==> src/inc/wds_pkg.sv <==
// Function
// time base counts cpu clock cycles
// three-bit period field, 16K doubling to 2048K
// period scaled by divider setting plus one
// 14-bit counter behind a 7-bit prescaler
// every reset and power-down stop the watchdog
// unfed time-out pulses the cpu reset
// 1eh then e1h starts the watchdog
// running bit is read-only, shows live state
// software feeds 1eh/e1h before each time-out
// no other register write inside a sequence
// a wrong enable or feed resets at once
// 5ah then a5h forces software reset, flag set
// any other sequence resets, sets both flags
// time-out sets overflow; flags stay until cleared
// idle-freeze bit stops counting during idle
// own resets keep flags, clear enable and count
// sequence is two writes; mismatch is an error
package wds_pkg;

  // register offsets on the special-function bus
  localparam logic [7:0] WDS_SEQ_ADDR = 8'ha6;
  localparam logic [7:0] WDS_CTL_ADDR = 8'ha7;

  // control/status field positions
  localparam int WDS_PS_MSB = 7;
  localparam int WDS_PS_LSB = 5;
  localparam int WDS_IDLE_BIT = 4;
  localparam int WDS_SWR_BIT = 2;
  localparam int WDS_OVF_BIT = 1;
  localparam int WDS_RUN_BIT = 0;

  // reset values
  localparam logic [2:0] WDS_PS_RST = 3'h0;
  localparam logic WDS_IDLE_RST = 1'b0;
  localparam logic WDS_FLAG_RST = 1'b0;
  localparam logic WDS_RUN_RST = 1'b0;
  localparam logic [7:0] WDS_RDATA_RST = 8'h00;

  // sequence bytes
  localparam logic [7:0] WDS_FEED_1 = 8'h1e;
  localparam logic [7:0] WDS_FEED_2 = 8'he1;
  localparam logic [7:0] WDS_SWR_1 = 8'h5a;
  localparam logic [7:0] WDS_SWR_2 = 8'ha5;

  // counter widths
  localparam int WDS_PRE_W = 7;
  localparam int WDS_CNT_W = 14;
  localparam int WDS_TPS_W = 4;

  typedef struct packed {
    logic [7:0] addr;
    logic wr;
    logic rd;
    logic [7:0] wdata;
  } wds_sfr_req_t;

  typedef enum {
    WDS_SEQ_IDLE,
    WDS_SEQ_FEED,
    WDS_SEQ_SWR
  } wds_seq_t;

endpackage : wds_pkg

==> src/rtl/wds_watchdog.sv <==
`timescale 1ns/100ps
module wds_watchdog (
  // clock and reset
  input wire logic clk,
  input wire logic rstn,
  // special-function register port
  input wire wds_pkg::wds_sfr_req_t sfr_req,
  output logic [7:0] sfr_rdata,
  // cpu state and system timer divider
  input wire logic [wds_pkg::WDS_TPS_W-1:0] system_timer_divider_setting,
  input wire logic cpu_idle,
  input wire logic cpu_power_down,
  input wire logic sys_reset,
  // reset request to the cpu
  output logic cpu_reset_pulse
);
  import wds_pkg::*;

  wds_seq_t seq_reg;
  wds_seq_t seq_next;
  logic [2:0] ps_reg;
  logic idle_frz_reg;
  logic swr_flag_reg;
  logic ovf_flag_reg;
  logic run_reg;
  logic [WDS_TPS_W-1:0] tps_cnt_reg;
  logic [WDS_PRE_W-1:0] pre_reg;
  logic [WDS_CNT_W-1:0] cnt_reg;
  logic [7:0] rdata_reg;
  logic rst_pulse_reg;

  logic seq_wr;
  logic ctl_wr;
  logic other_wr;
  logic seq_feed;
  logic seq_swr;
  logic seq_err;
  logic advance;
  logic tick;
  logic pre_tick;
  logic [WDS_PRE_W-1:0] pre_mask;
  logic timeout;
  logic self_rst;
  logic rst_all;
  logic [7:0] ctl_value;

  assign seq_wr = sfr_req.wr && (sfr_req.addr == WDS_SEQ_ADDR);
  assign ctl_wr = sfr_req.wr && (sfr_req.addr == WDS_CTL_ADDR);
  assign other_wr = sfr_req.wr && (sfr_req.addr != WDS_SEQ_ADDR);

  // two-write sequence checker; reads between the writes are harmless
  always_comb begin
    seq_next = seq_reg;
    seq_feed = 1'b0;
    seq_swr = 1'b0;
    seq_err = 1'b0;
    case (seq_reg)
      WDS_SEQ_IDLE: begin
        if (seq_wr) begin
          if (sfr_req.wdata == WDS_FEED_1) begin
            seq_next = WDS_SEQ_FEED;
          end else if (sfr_req.wdata == WDS_SWR_1) begin
            seq_next = WDS_SEQ_SWR;
          end else begin
            seq_err = 1'b1;
          end
        end
      end
      WDS_SEQ_FEED: begin
        if (seq_wr) begin
          seq_next = WDS_SEQ_IDLE;
          if (sfr_req.wdata == WDS_FEED_2) begin
            seq_feed = 1'b1;
          end else begin
            seq_err = 1'b1;
          end
        end else if (other_wr) begin
          // a foreign write breaks the pair, same as a bad byte
          seq_next = WDS_SEQ_IDLE;
          seq_err = 1'b1;
        end
      end
      WDS_SEQ_SWR: begin
        if (seq_wr) begin
          seq_next = WDS_SEQ_IDLE;
          if (sfr_req.wdata == WDS_SWR_2) begin
            seq_swr = 1'b1;
          end else begin
            seq_err = 1'b1;
          end
        end else if (other_wr) begin
          seq_next = WDS_SEQ_IDLE;
          seq_err = 1'b1;
        end
      end
      default: begin
        seq_next = WDS_SEQ_IDLE;
      end
    endcase
  end

  // counting stops in power-down, and in idle when frozen
  assign advance = run_reg && !cpu_power_down &&
                   !(cpu_idle && idle_frz_reg);
  // cpu cycles divided by the system timer setting plus one
  assign tick = advance && (tps_cnt_reg == system_timer_divider_setting);
  assign pre_mask = WDS_PRE_W'(~(7'h7f << ps_reg));
  assign pre_tick = tick && ((pre_reg & pre_mask) == pre_mask);
  // a feed in the last cycle still rescues the count
  assign timeout = pre_tick && (&cnt_reg) && !seq_feed;
  assign self_rst = timeout || seq_swr || seq_err;
  assign rst_all = self_rst || sys_reset;

  always_ff @(posedge clk or negedge rstn) begin
    if (!rstn) begin
      seq_reg <= WDS_SEQ_IDLE;
    end else if (rst_all) begin
      seq_reg <= WDS_SEQ_IDLE;
    end else begin
      seq_reg <= seq_next;
    end
  end

  // configuration bits go back to reset values on any reset
  always_ff @(posedge clk or negedge rstn) begin
    if (!rstn) begin
      ps_reg <= WDS_PS_RST;
      idle_frz_reg <= WDS_IDLE_RST;
    end else if (rst_all) begin
      ps_reg <= WDS_PS_RST;
      idle_frz_reg <= WDS_IDLE_RST;
    end else if (ctl_wr) begin
      ps_reg <= sfr_req.wdata[WDS_PS_MSB:WDS_PS_LSB];
      idle_frz_reg <= sfr_req.wdata[WDS_IDLE_BIT];
    end
  end

  // cause flags: writing 0 clears, a new cause in the same cycle wins;
  // of the resets only the power-on reset clears them so the cause survives
  always_ff @(posedge clk or negedge rstn) begin
    if (!rstn) begin
      swr_flag_reg <= WDS_FLAG_RST;
      ovf_flag_reg <= WDS_FLAG_RST;
    end else begin
      if (seq_swr || seq_err) begin
        swr_flag_reg <= 1'b1;
      end else if (ctl_wr && !sfr_req.wdata[WDS_SWR_BIT]) begin
        swr_flag_reg <= 1'b0;
      end
      if (timeout || seq_err) begin
        ovf_flag_reg <= 1'b1;
      end else if (ctl_wr && !sfr_req.wdata[WDS_OVF_BIT]) begin
        ovf_flag_reg <= 1'b0;
      end
    end
  end

  // running state: only the sequence sets it, never a direct write
  always_ff @(posedge clk or negedge rstn) begin
    if (!rstn) begin
      run_reg <= WDS_RUN_RST;
    end else if (rst_all) begin
      run_reg <= 1'b0;
    end else if (seq_feed) begin
      run_reg <= 1'b1;
    end
  end

  always_ff @(posedge clk or negedge rstn) begin
    if (!rstn) begin
      tps_cnt_reg <= '0;
      pre_reg <= '0;
      cnt_reg <= '0;
    end else if (rst_all || seq_feed) begin
      tps_cnt_reg <= '0;
      pre_reg <= '0;
      cnt_reg <= '0;
    end else if (advance) begin
      if (tick) begin
        tps_cnt_reg <= '0;
        pre_reg <= pre_reg + 1'b1;
      end else begin
        tps_cnt_reg <= tps_cnt_reg + 1'b1;
      end
      if (pre_tick) begin
        cnt_reg <= cnt_reg + 1'b1;
      end
    end
  end

  // one-cycle reset request to the cpu
  always_ff @(posedge clk or negedge rstn) begin
    if (!rstn) begin
      rst_pulse_reg <= 1'b0;
    end else begin
      rst_pulse_reg <= self_rst;
    end
  end

  assign ctl_value = {ps_reg, idle_frz_reg, 1'b0, swr_flag_reg,
                      ovf_flag_reg, run_reg};

  // read data registered; sequence register reads as zero
  always_ff @(posedge clk or negedge rstn) begin
    if (!rstn) begin
      rdata_reg <= WDS_RDATA_RST;
    end else if (sfr_req.rd && sfr_req.addr == WDS_CTL_ADDR) begin
      rdata_reg <= ctl_value;
    end else begin
      rdata_reg <= WDS_RDATA_RST;
    end
  end

  assign sfr_rdata = rdata_reg;
  assign cpu_reset_pulse = rst_pulse_reg;
endmodule : wds_watchdog

==> config.mk <==
export PLATFORM = sky130hd
export DESIGN_NAME = wds_watchdog
export DESIGN_NICKNAME = d
export VERILOG_FILES = /design/src/inc/wds_pkg.sv /design/src/rtl/wds_watchdog.sv
export SDC_FILE = /design/constraint.sdc
export NUM_CORES = 1
export LEC_CHECK = 0
export ABC_AREA = 0
export BUFFER_PORTS_ARGS = -buffer_cell sky130_fd_sc_hd__buf_2
export CORE_ASPECT_RATIO = 0.8
export CORE_MARGIN = 2
export CORE_UTILIZATION = 50
export DETAILED_ROUTE_END_ITERATION = 10
export PLACE_DENSITY_LB_ADDON = 0.25
export SETUP_SLACK_MARGIN = 0.1
export SYNTH_ARGS = -nofsm -noshare
export SYNTH_HDL_FRONTEND = slang
export SYNTH_SLANG_ARGS = --single-unit
==> constraint.sdc <==
create_clock -name clk -period 5.6 [get_ports clk]
set_clock_uncertainty 0.2 [all_clocks]
set_input_delay 0.56 -clock clk [delete_from_list [all_inputs] [get_ports clk]]
set_output_delay 0.56 -clock clk [all_outputs]
set_load 0.01 [all_outputs]
==> results of run 1 <==
## layout make-up
cell class / instances / area [µm²]
Multi-Input combinational cell: 178 / 1220
Clock buffer: 5 / 68.8
Timing Repair Buffer: 36 / 185
Tap cell: 60 / 75.1
Inverter: 8 / 30.0
Fill cell: 409 / 1920
Sequential cell: 42 / 1050
Clock inverter: 3 / 43.8
## worst paths after layout
| kind | cells after the start | slack, ns | from | to |
|---|---|---|---|---|
| min | 1 | 0.18 | rstn | sfr_rdata[4] |
| max in group asynchronous | 1 | 4.46 | rstn | cnt_reg[13] |
| min reg2reg | 1 | 0.29 | swr_flag_reg | sfr_rdata[2] |
| max reg2reg | 8 | 2.96 | seq_reg[0] | cnt_reg[13] |
| max | 7 | 2.73 | sfr_req[13] | cnt_reg[11] |
| min in group clk | 1 | 0.29 | swr_flag_reg | sfr_rdata[2] |
## power groups by stage
stage	clock (µW)	combinational (µW)	sequential, µW
2_1_floorplan	0	16.0	313
3_3_place_gp	0	31.5	313
3_5_place_dp	0	31.8	313
4_1_cts	248	31.9	307
5_1_grt	263	35.6	307
6_report	242	31.1	307
## stage by stage
stage	hold slack (ns)	total power, µW	worst slack [ns]	std cells
after floorplan	0.0644	329	3.20	240
after global placement	0.266	344	2.42	324
after detailed placement	0.272	345	2.38	324
after CTS	0.213	587	2.70	332
after global routing	0.256	606	2.45	332
final	0.177	580	2.73	332
## routing by layer
layer	vias up	track usage, %	share of wire (%)
met5	-	0	0
met4	0	7.42	1.5
met3	7	4.37	4.1
met2	30	28.4	43
met1	850	27.8	51
li1	911	-	-
## Yosys cell counts, types with 2 or more instances
master and instances:
a211oi_2 3, a21boi_0 3, a21oi_1 4, a2bb2oi_1 2
and2_1 9, and3_1 10, and4_1 3, buf_2 3
buf_4 3, buf_6 5, dfrtp_1 42, ha_1 7
inv_1 8, mux2i_1 7, nand2_1 12, nand2b_1 3
nand3_1 13, nand4_1 7, nand4b_1 2, nor2_1 9
nor2b_1 5, nor3_1 29, o21ai_0 6, or3_1 3
xnor2_1 7, xor2_1 15
## critical path, stage by stage
cell and delay [ns]:
buf_2 0.09, or3b_4 0.40, nor4_4 0.30, and3_1 0.24
or2_1 0.29, nand2b_1 0.81, nor3_1 0.11
## logic make-up after synthesis
logic type	synth area share [%]
AOI/OAI and AO/OA	8.70
xor gates and xnor gates	8.03
adders and majority gates	3.65
buffers and inverters	5.31
DFF	43.8
muxes	3.39
other	0.156
and+or+nand+nor	27.0
==> run metrics, run 1 <==
grt ovf=0; DP Area=2560 µm²; Final Hold Viols=0; worst min-delay path class=input port to asynchronous set/reset pin; Pleak=0.00127 µW; routability congestion estimate=between 0.7 and 0.8; critical setup path kind=input port to register; drc violations=0; number of H-tree levels=2; total setup buffers inserted after CTS=0; Internal=452 µW; commonest non-fill, non-tap cells in the layout=42 x dfrtp_1, 34 x buf_2, 29 x nor3_1; top cell type's share of synthesized area=a little over two fifths; Async SR Flop Fraction=100%; largest net degree at the start of global routing=43; # IOs=36; Pwr Density=217 nW/µm²; worst slew pin tran=a little under 1 ns; # diodes=0; Initial Util=~52%; Worst Path Required=5.54 ns; most common cell after layout, fill and taps aside=dfrtp_1; Worst-path clk slew=~0.080 ns; total global-route track usage=about a fifth; RSZ-0062 raised after global routing=false; Syn Inst Count=240; top cell type by total area after synthesis=dfrtp_1; clk_lat worst skew=approximately 0.3 ns; initial antenna violation count=0; CTS Hold Buffers Added=0; Mean Syn Cell Area=approximately 10 µm²; CORE AREA=4600 µm²; Seq/Total Area, Yosys=between 40 and 50%; synthesized area=2400 µm²; Die ar.=around 5400 µm²; Syn-to-layout area delta=11.5%; deepest clock path buffer count=2; first-pass GRT wire length=8.02 mm; Post-synth EDFFs=0; Initial DRT Pass Iterations=4; share of cells above drive strength 1=between 10% and 20%; CTS-repair resized insts=0; fin crit share=a little over 50%; yosys warns=0; TritonCTS Buffers=5; max reg flops=14; clk sinks=between 40 and 50; post-route cell area=2680 µm²; Root Driver=clkbuf_8; final setup vio count=0; synthesized net count=~270; Clk network pwr share=between 40% and 50%; Post-DP HPWL=~3.1 mm; final setup TNS=0 ns; critical path arrival=2.81 ns; Setup crit end kind=register; vias in the first global route=about 1700; FMAX=approximately 350 MHz; via count=1798; ys flop type=dfrtp_1; DRT Wirelength=about 4.5 mm; Peak VDD IR=about 0.14 mV; status=finished clean; Nets=around 310; max_cap viols=0; Final ANT Viol Nets=0; row count=22; max_slew headroom=approximately a third; Psw=129 µW; vias per cell=between 5 and 6; I/O Buffers=34; maximum fanout along the worst path=25; 1st-iter DRT viols=100; TritonCTS clock tree=yes; FF+latch count, synth=42; largest cells by area after synthesis=dfrtp_1 44%, nor3_1 6.0%, xor2_1 5.5%; min Tclk post-route=2.87 ns; Comb power frac=5.4%; Sw Share=around 22%; Post-Route Utilization=between 50% and 60%; Routed WL per cell=13.5 µm; die width=about 80 µm; sequential power share=between 50% and 60%; Chip Height=about 66 µm; Worst setup SP type=input port; Yosys cell types=46; Slew Viols, Final=0
Note: power is estimated with default switching activity, not from simulation.
==> run 2, diff against run 1 <==
--- a/config.mk
+++ b/config.mk
@@ -5,7 +5,7 @@
 export SDC_FILE = /design/constraint.sdc
 export NUM_CORES = 1
 export LEC_CHECK = 0
-export ABC_AREA = 0
+export ABC_AREA = 1
 export BUFFER_PORTS_ARGS = -buffer_cell sky130_fd_sc_hd__buf_2
 export CORE_ASPECT_RATIO = 0.8
 export CORE_MARGIN = 2
==> constraint.sdc (replaced) <==
create_clock -name clk -period 2.55 [get_ports clk]
set_clock_uncertainty 0.2 [all_clocks]
set_input_delay 0.255 -clock clk [delete_from_list [all_inputs] [get_ports clk]]
set_output_delay 0.255 -clock clk [all_outputs]
set_load 0.01 [all_outputs]
==> run 2 against run 1 <==
  * Setup slack got worse by 2.2 ns
  * Critical path depth rose by 2
  * Critical endpoint is now pre_reg[5]
  * Global-route usage rose by 0.85 points
==> run metrics, run 2 <==
fin crit share=between 80% and 90%; hold_ws=roughly 0.047 ns; max reg flops=14; routability congestion estimate=between 0.8 and 0.9; vias per cell=roughly 5; synthesized area=~2500 µm²; Clk network pwr share=a little under half; TritonCTS clock tree=yes; Seq/Total Area, Yosys=42.8%; Chip Height=about 67 µm; Pwr Total=1400 µW; Post-synth EDFFs=0; top cell type's share of synthesized area=42.8%; CORE AREA=about 4700 µm²; FF+latch count, synth=42; Syn Inst Count=307; WP buf/inv=1; FMAX=around 490 MHz; row count=22; die width=approximately 82 µm; Routed WL per cell=roughly 11 µm; worst slew pin tran=roughly 0.9 ns; yosys warns=0; sequential power share=47.9%; max_cap viols=0; critical setup path kind=register to register; synthesized net count=between 300 and 400; DP Area=around 2700 µm²; Async SR Flop Fraction=100%; largest net degree at the start of global routing=43; deepest clock path buffer count=2; Root Driver=clkbuf_8; Pwr Density=~490 nW/µm²; Setup crit end kind=register; min Tclk post-route=2.05 ns; RSZ-0062 raised after global routing=false; critical path cell sequence=xnor2_1 -> nand3_2 -> nor2_8 -> nand3_1 -> nor2_2 -> nor2_4 -> nand4_2 -> buf_4 -> nor2_1; status=finished clean; 1st-iter DRT viols=80; Comb power frac=~5.6%; most common cell after layout, fill and taps aside=nor2_1; Initial Util=a little over half; number of H-tree levels=2; max_slew headroom=~41%; Mean Syn Cell Area=between 8 and 9 µm²; Crit-path slowest cell=dfrtp_1; Internal=~1100 µW; Pleak=about 0.0014 µW; Worst-path clk slew=roughly 0.080 ns; Peak VDD IR=0.316 mV; Final ANT Viol Nets=0; setup ws final=0.498 ns; # diodes=0; Setup WS pre-CTS=0.479 ns; Sw Share=between 20 and 25%; Initial DRT Pass Iterations=4; first-pass GRT wire length=8.45 mm; ys flop type=dfrtp_1; Worst Path Required=2.54 ns; most frequent cell after synthesis=nor2_1; Nets=roughly 380; final setup vio count=0; initial antenna violation count=0; via count=between 2000 and 2500; worst min-delay path class=input port to register; CTS-repair resized insts=0; post-route cell area=around 2800 µm²; clk sinks=42; Yosys cell types=31; maximum fanout along the worst path=20; cell family with most CP delay=simple AND/OR/NAND/NOR gates; I/O Buffers=34; total global-route track usage=approximately a fifth; final setup TNS=0 ns; Worst path max stage delay=between 0.4 and 0.5 ns; synth cell count leaders=61 x nor2_1, 49 x nand2_1, 42 x dfrtp_1, 42 x inv_1, 29 x nand3_1; Post-DP HPWL=~3.5 mm; drc violations=0; total setup buffers inserted after CTS=0; fillers=about 430; # IOs=36; Syn-to-layout area delta=15.5%; Worst setup SP type=register; grt ovf=0; top cell type by total area after synthesis=dfrtp_1; Final Hold Viols=0; critical path arrival=slightly above 2 ns; DRT Wirelength=about 4.6 mm; commonest non-fill, non-tap cells in the layout=61 x nor2_1, 49 x nand2_1, 42 x inv_1, 42 x dfrtp_1, 34 x buf_2; share of cells above drive strength 1=19.8%; Slew Viols, Final=0; clk_lat worst skew=0.30 ns; vias in the first global route=1985; largest cells by area after synthesis=dfrtp_1 43%, nor2_1 9.3%, nand2_1 7.5%; Psw=~290 µW; TritonCTS Buffers=5; Die ar.=5500 µm²
==> run 2: tightest hold or removal path, delay by kind of cell <==
| family | cells | cell delay, ns |
|---|---|---|
| simple gates | 3 | 0.17 |
| buf+inv | 1 | 0.10 |
==> run 2: metal layers <==
metal | track usage, % | share of wire, % | wire length, µm
met4 | 5.00 | 1.3 | 61
met2 | 34.1 | 47 | 2180
met3 | 6.10 | 3.7 | 170
met5 | 0 | 0 | 0
met1 | 25.3 | 48 | 2240
==> run 2: metrics by stage <==
stage / utilization (%) / cells
5_1_grt: 61.0 / 408
4_1_cts: 61.0 / 408
6_report: 61.0 / 408
2_1_floorplan: - / 307
3_5_place_dp: 57.7 / 399
3_3_place_gp: 57.7 / 399
==> run 2: worst paths after layout <==
check	from	end	slack [ns]	cells after the start
worst max register to register	tps_cnt_reg[0]	pre_reg[5]	0.50	9
worst min register to register	ovf_flag_reg	sfr_rdata[1]	0.29	2
min in group asynchronous	rstn	sfr_rdata[4]	0.41	2
worst min-delay path	cpu_power_down	tps_cnt_reg[1]	0.05	4
worst max-delay path	tps_cnt_reg[0]	pre_reg[5]	0.50	9
max in group asynchronous	rstn	cnt_reg[1]	1.18	2
==> run 2: cell type report <==
type	count	area (µm²)	area share [%]
multi-input cells	217	1210	42.7
flip-flops and latches	42	1050	37.0
repair buffers	36	188	6.61
inverters	45	170	5.99
clock buffers	6	82.6	2.91
well taps	60	75.1	2.64
clock inverters	2	60.1	2.12
==> run 2: power groups by stage <==
stage                     Combinational, µW  Sequential, µW  Clock [µW]
final                                  78.7             670         650
after global routing                   90.3             670         705
after CTS                              80.5             670         664
after detailed placement               78.9             683           0
after global placement                 77.5             683           0
after floorplan                        35.4             682           0
==> run 2: timing repair <==
action,CTS,global route
hold buffers,1,0
endpoints found under the setup margin,0,0
endpoints found under the hold margin,42,0
==> run 2: logic make-up (layout without fill, tap and decap cells) <==
| kind of cell | count (synthesis) | after routing | share of synthesized area [%] |
|---|---|---|---|
| simple gates | 178 | 178 | 36.8 |
| buf+inv | 48 | 89 | 7.89 |
| flops | 42 | 42 | 42.8 |
| xor+xnor | 16 | 16 | 5.70 |
| compound gates | 15 | 15 | 3.11 |
| fa+ha+maj | 7 | 7 | 3.56 |
| other cells | 1 | 1 | 0.153 |
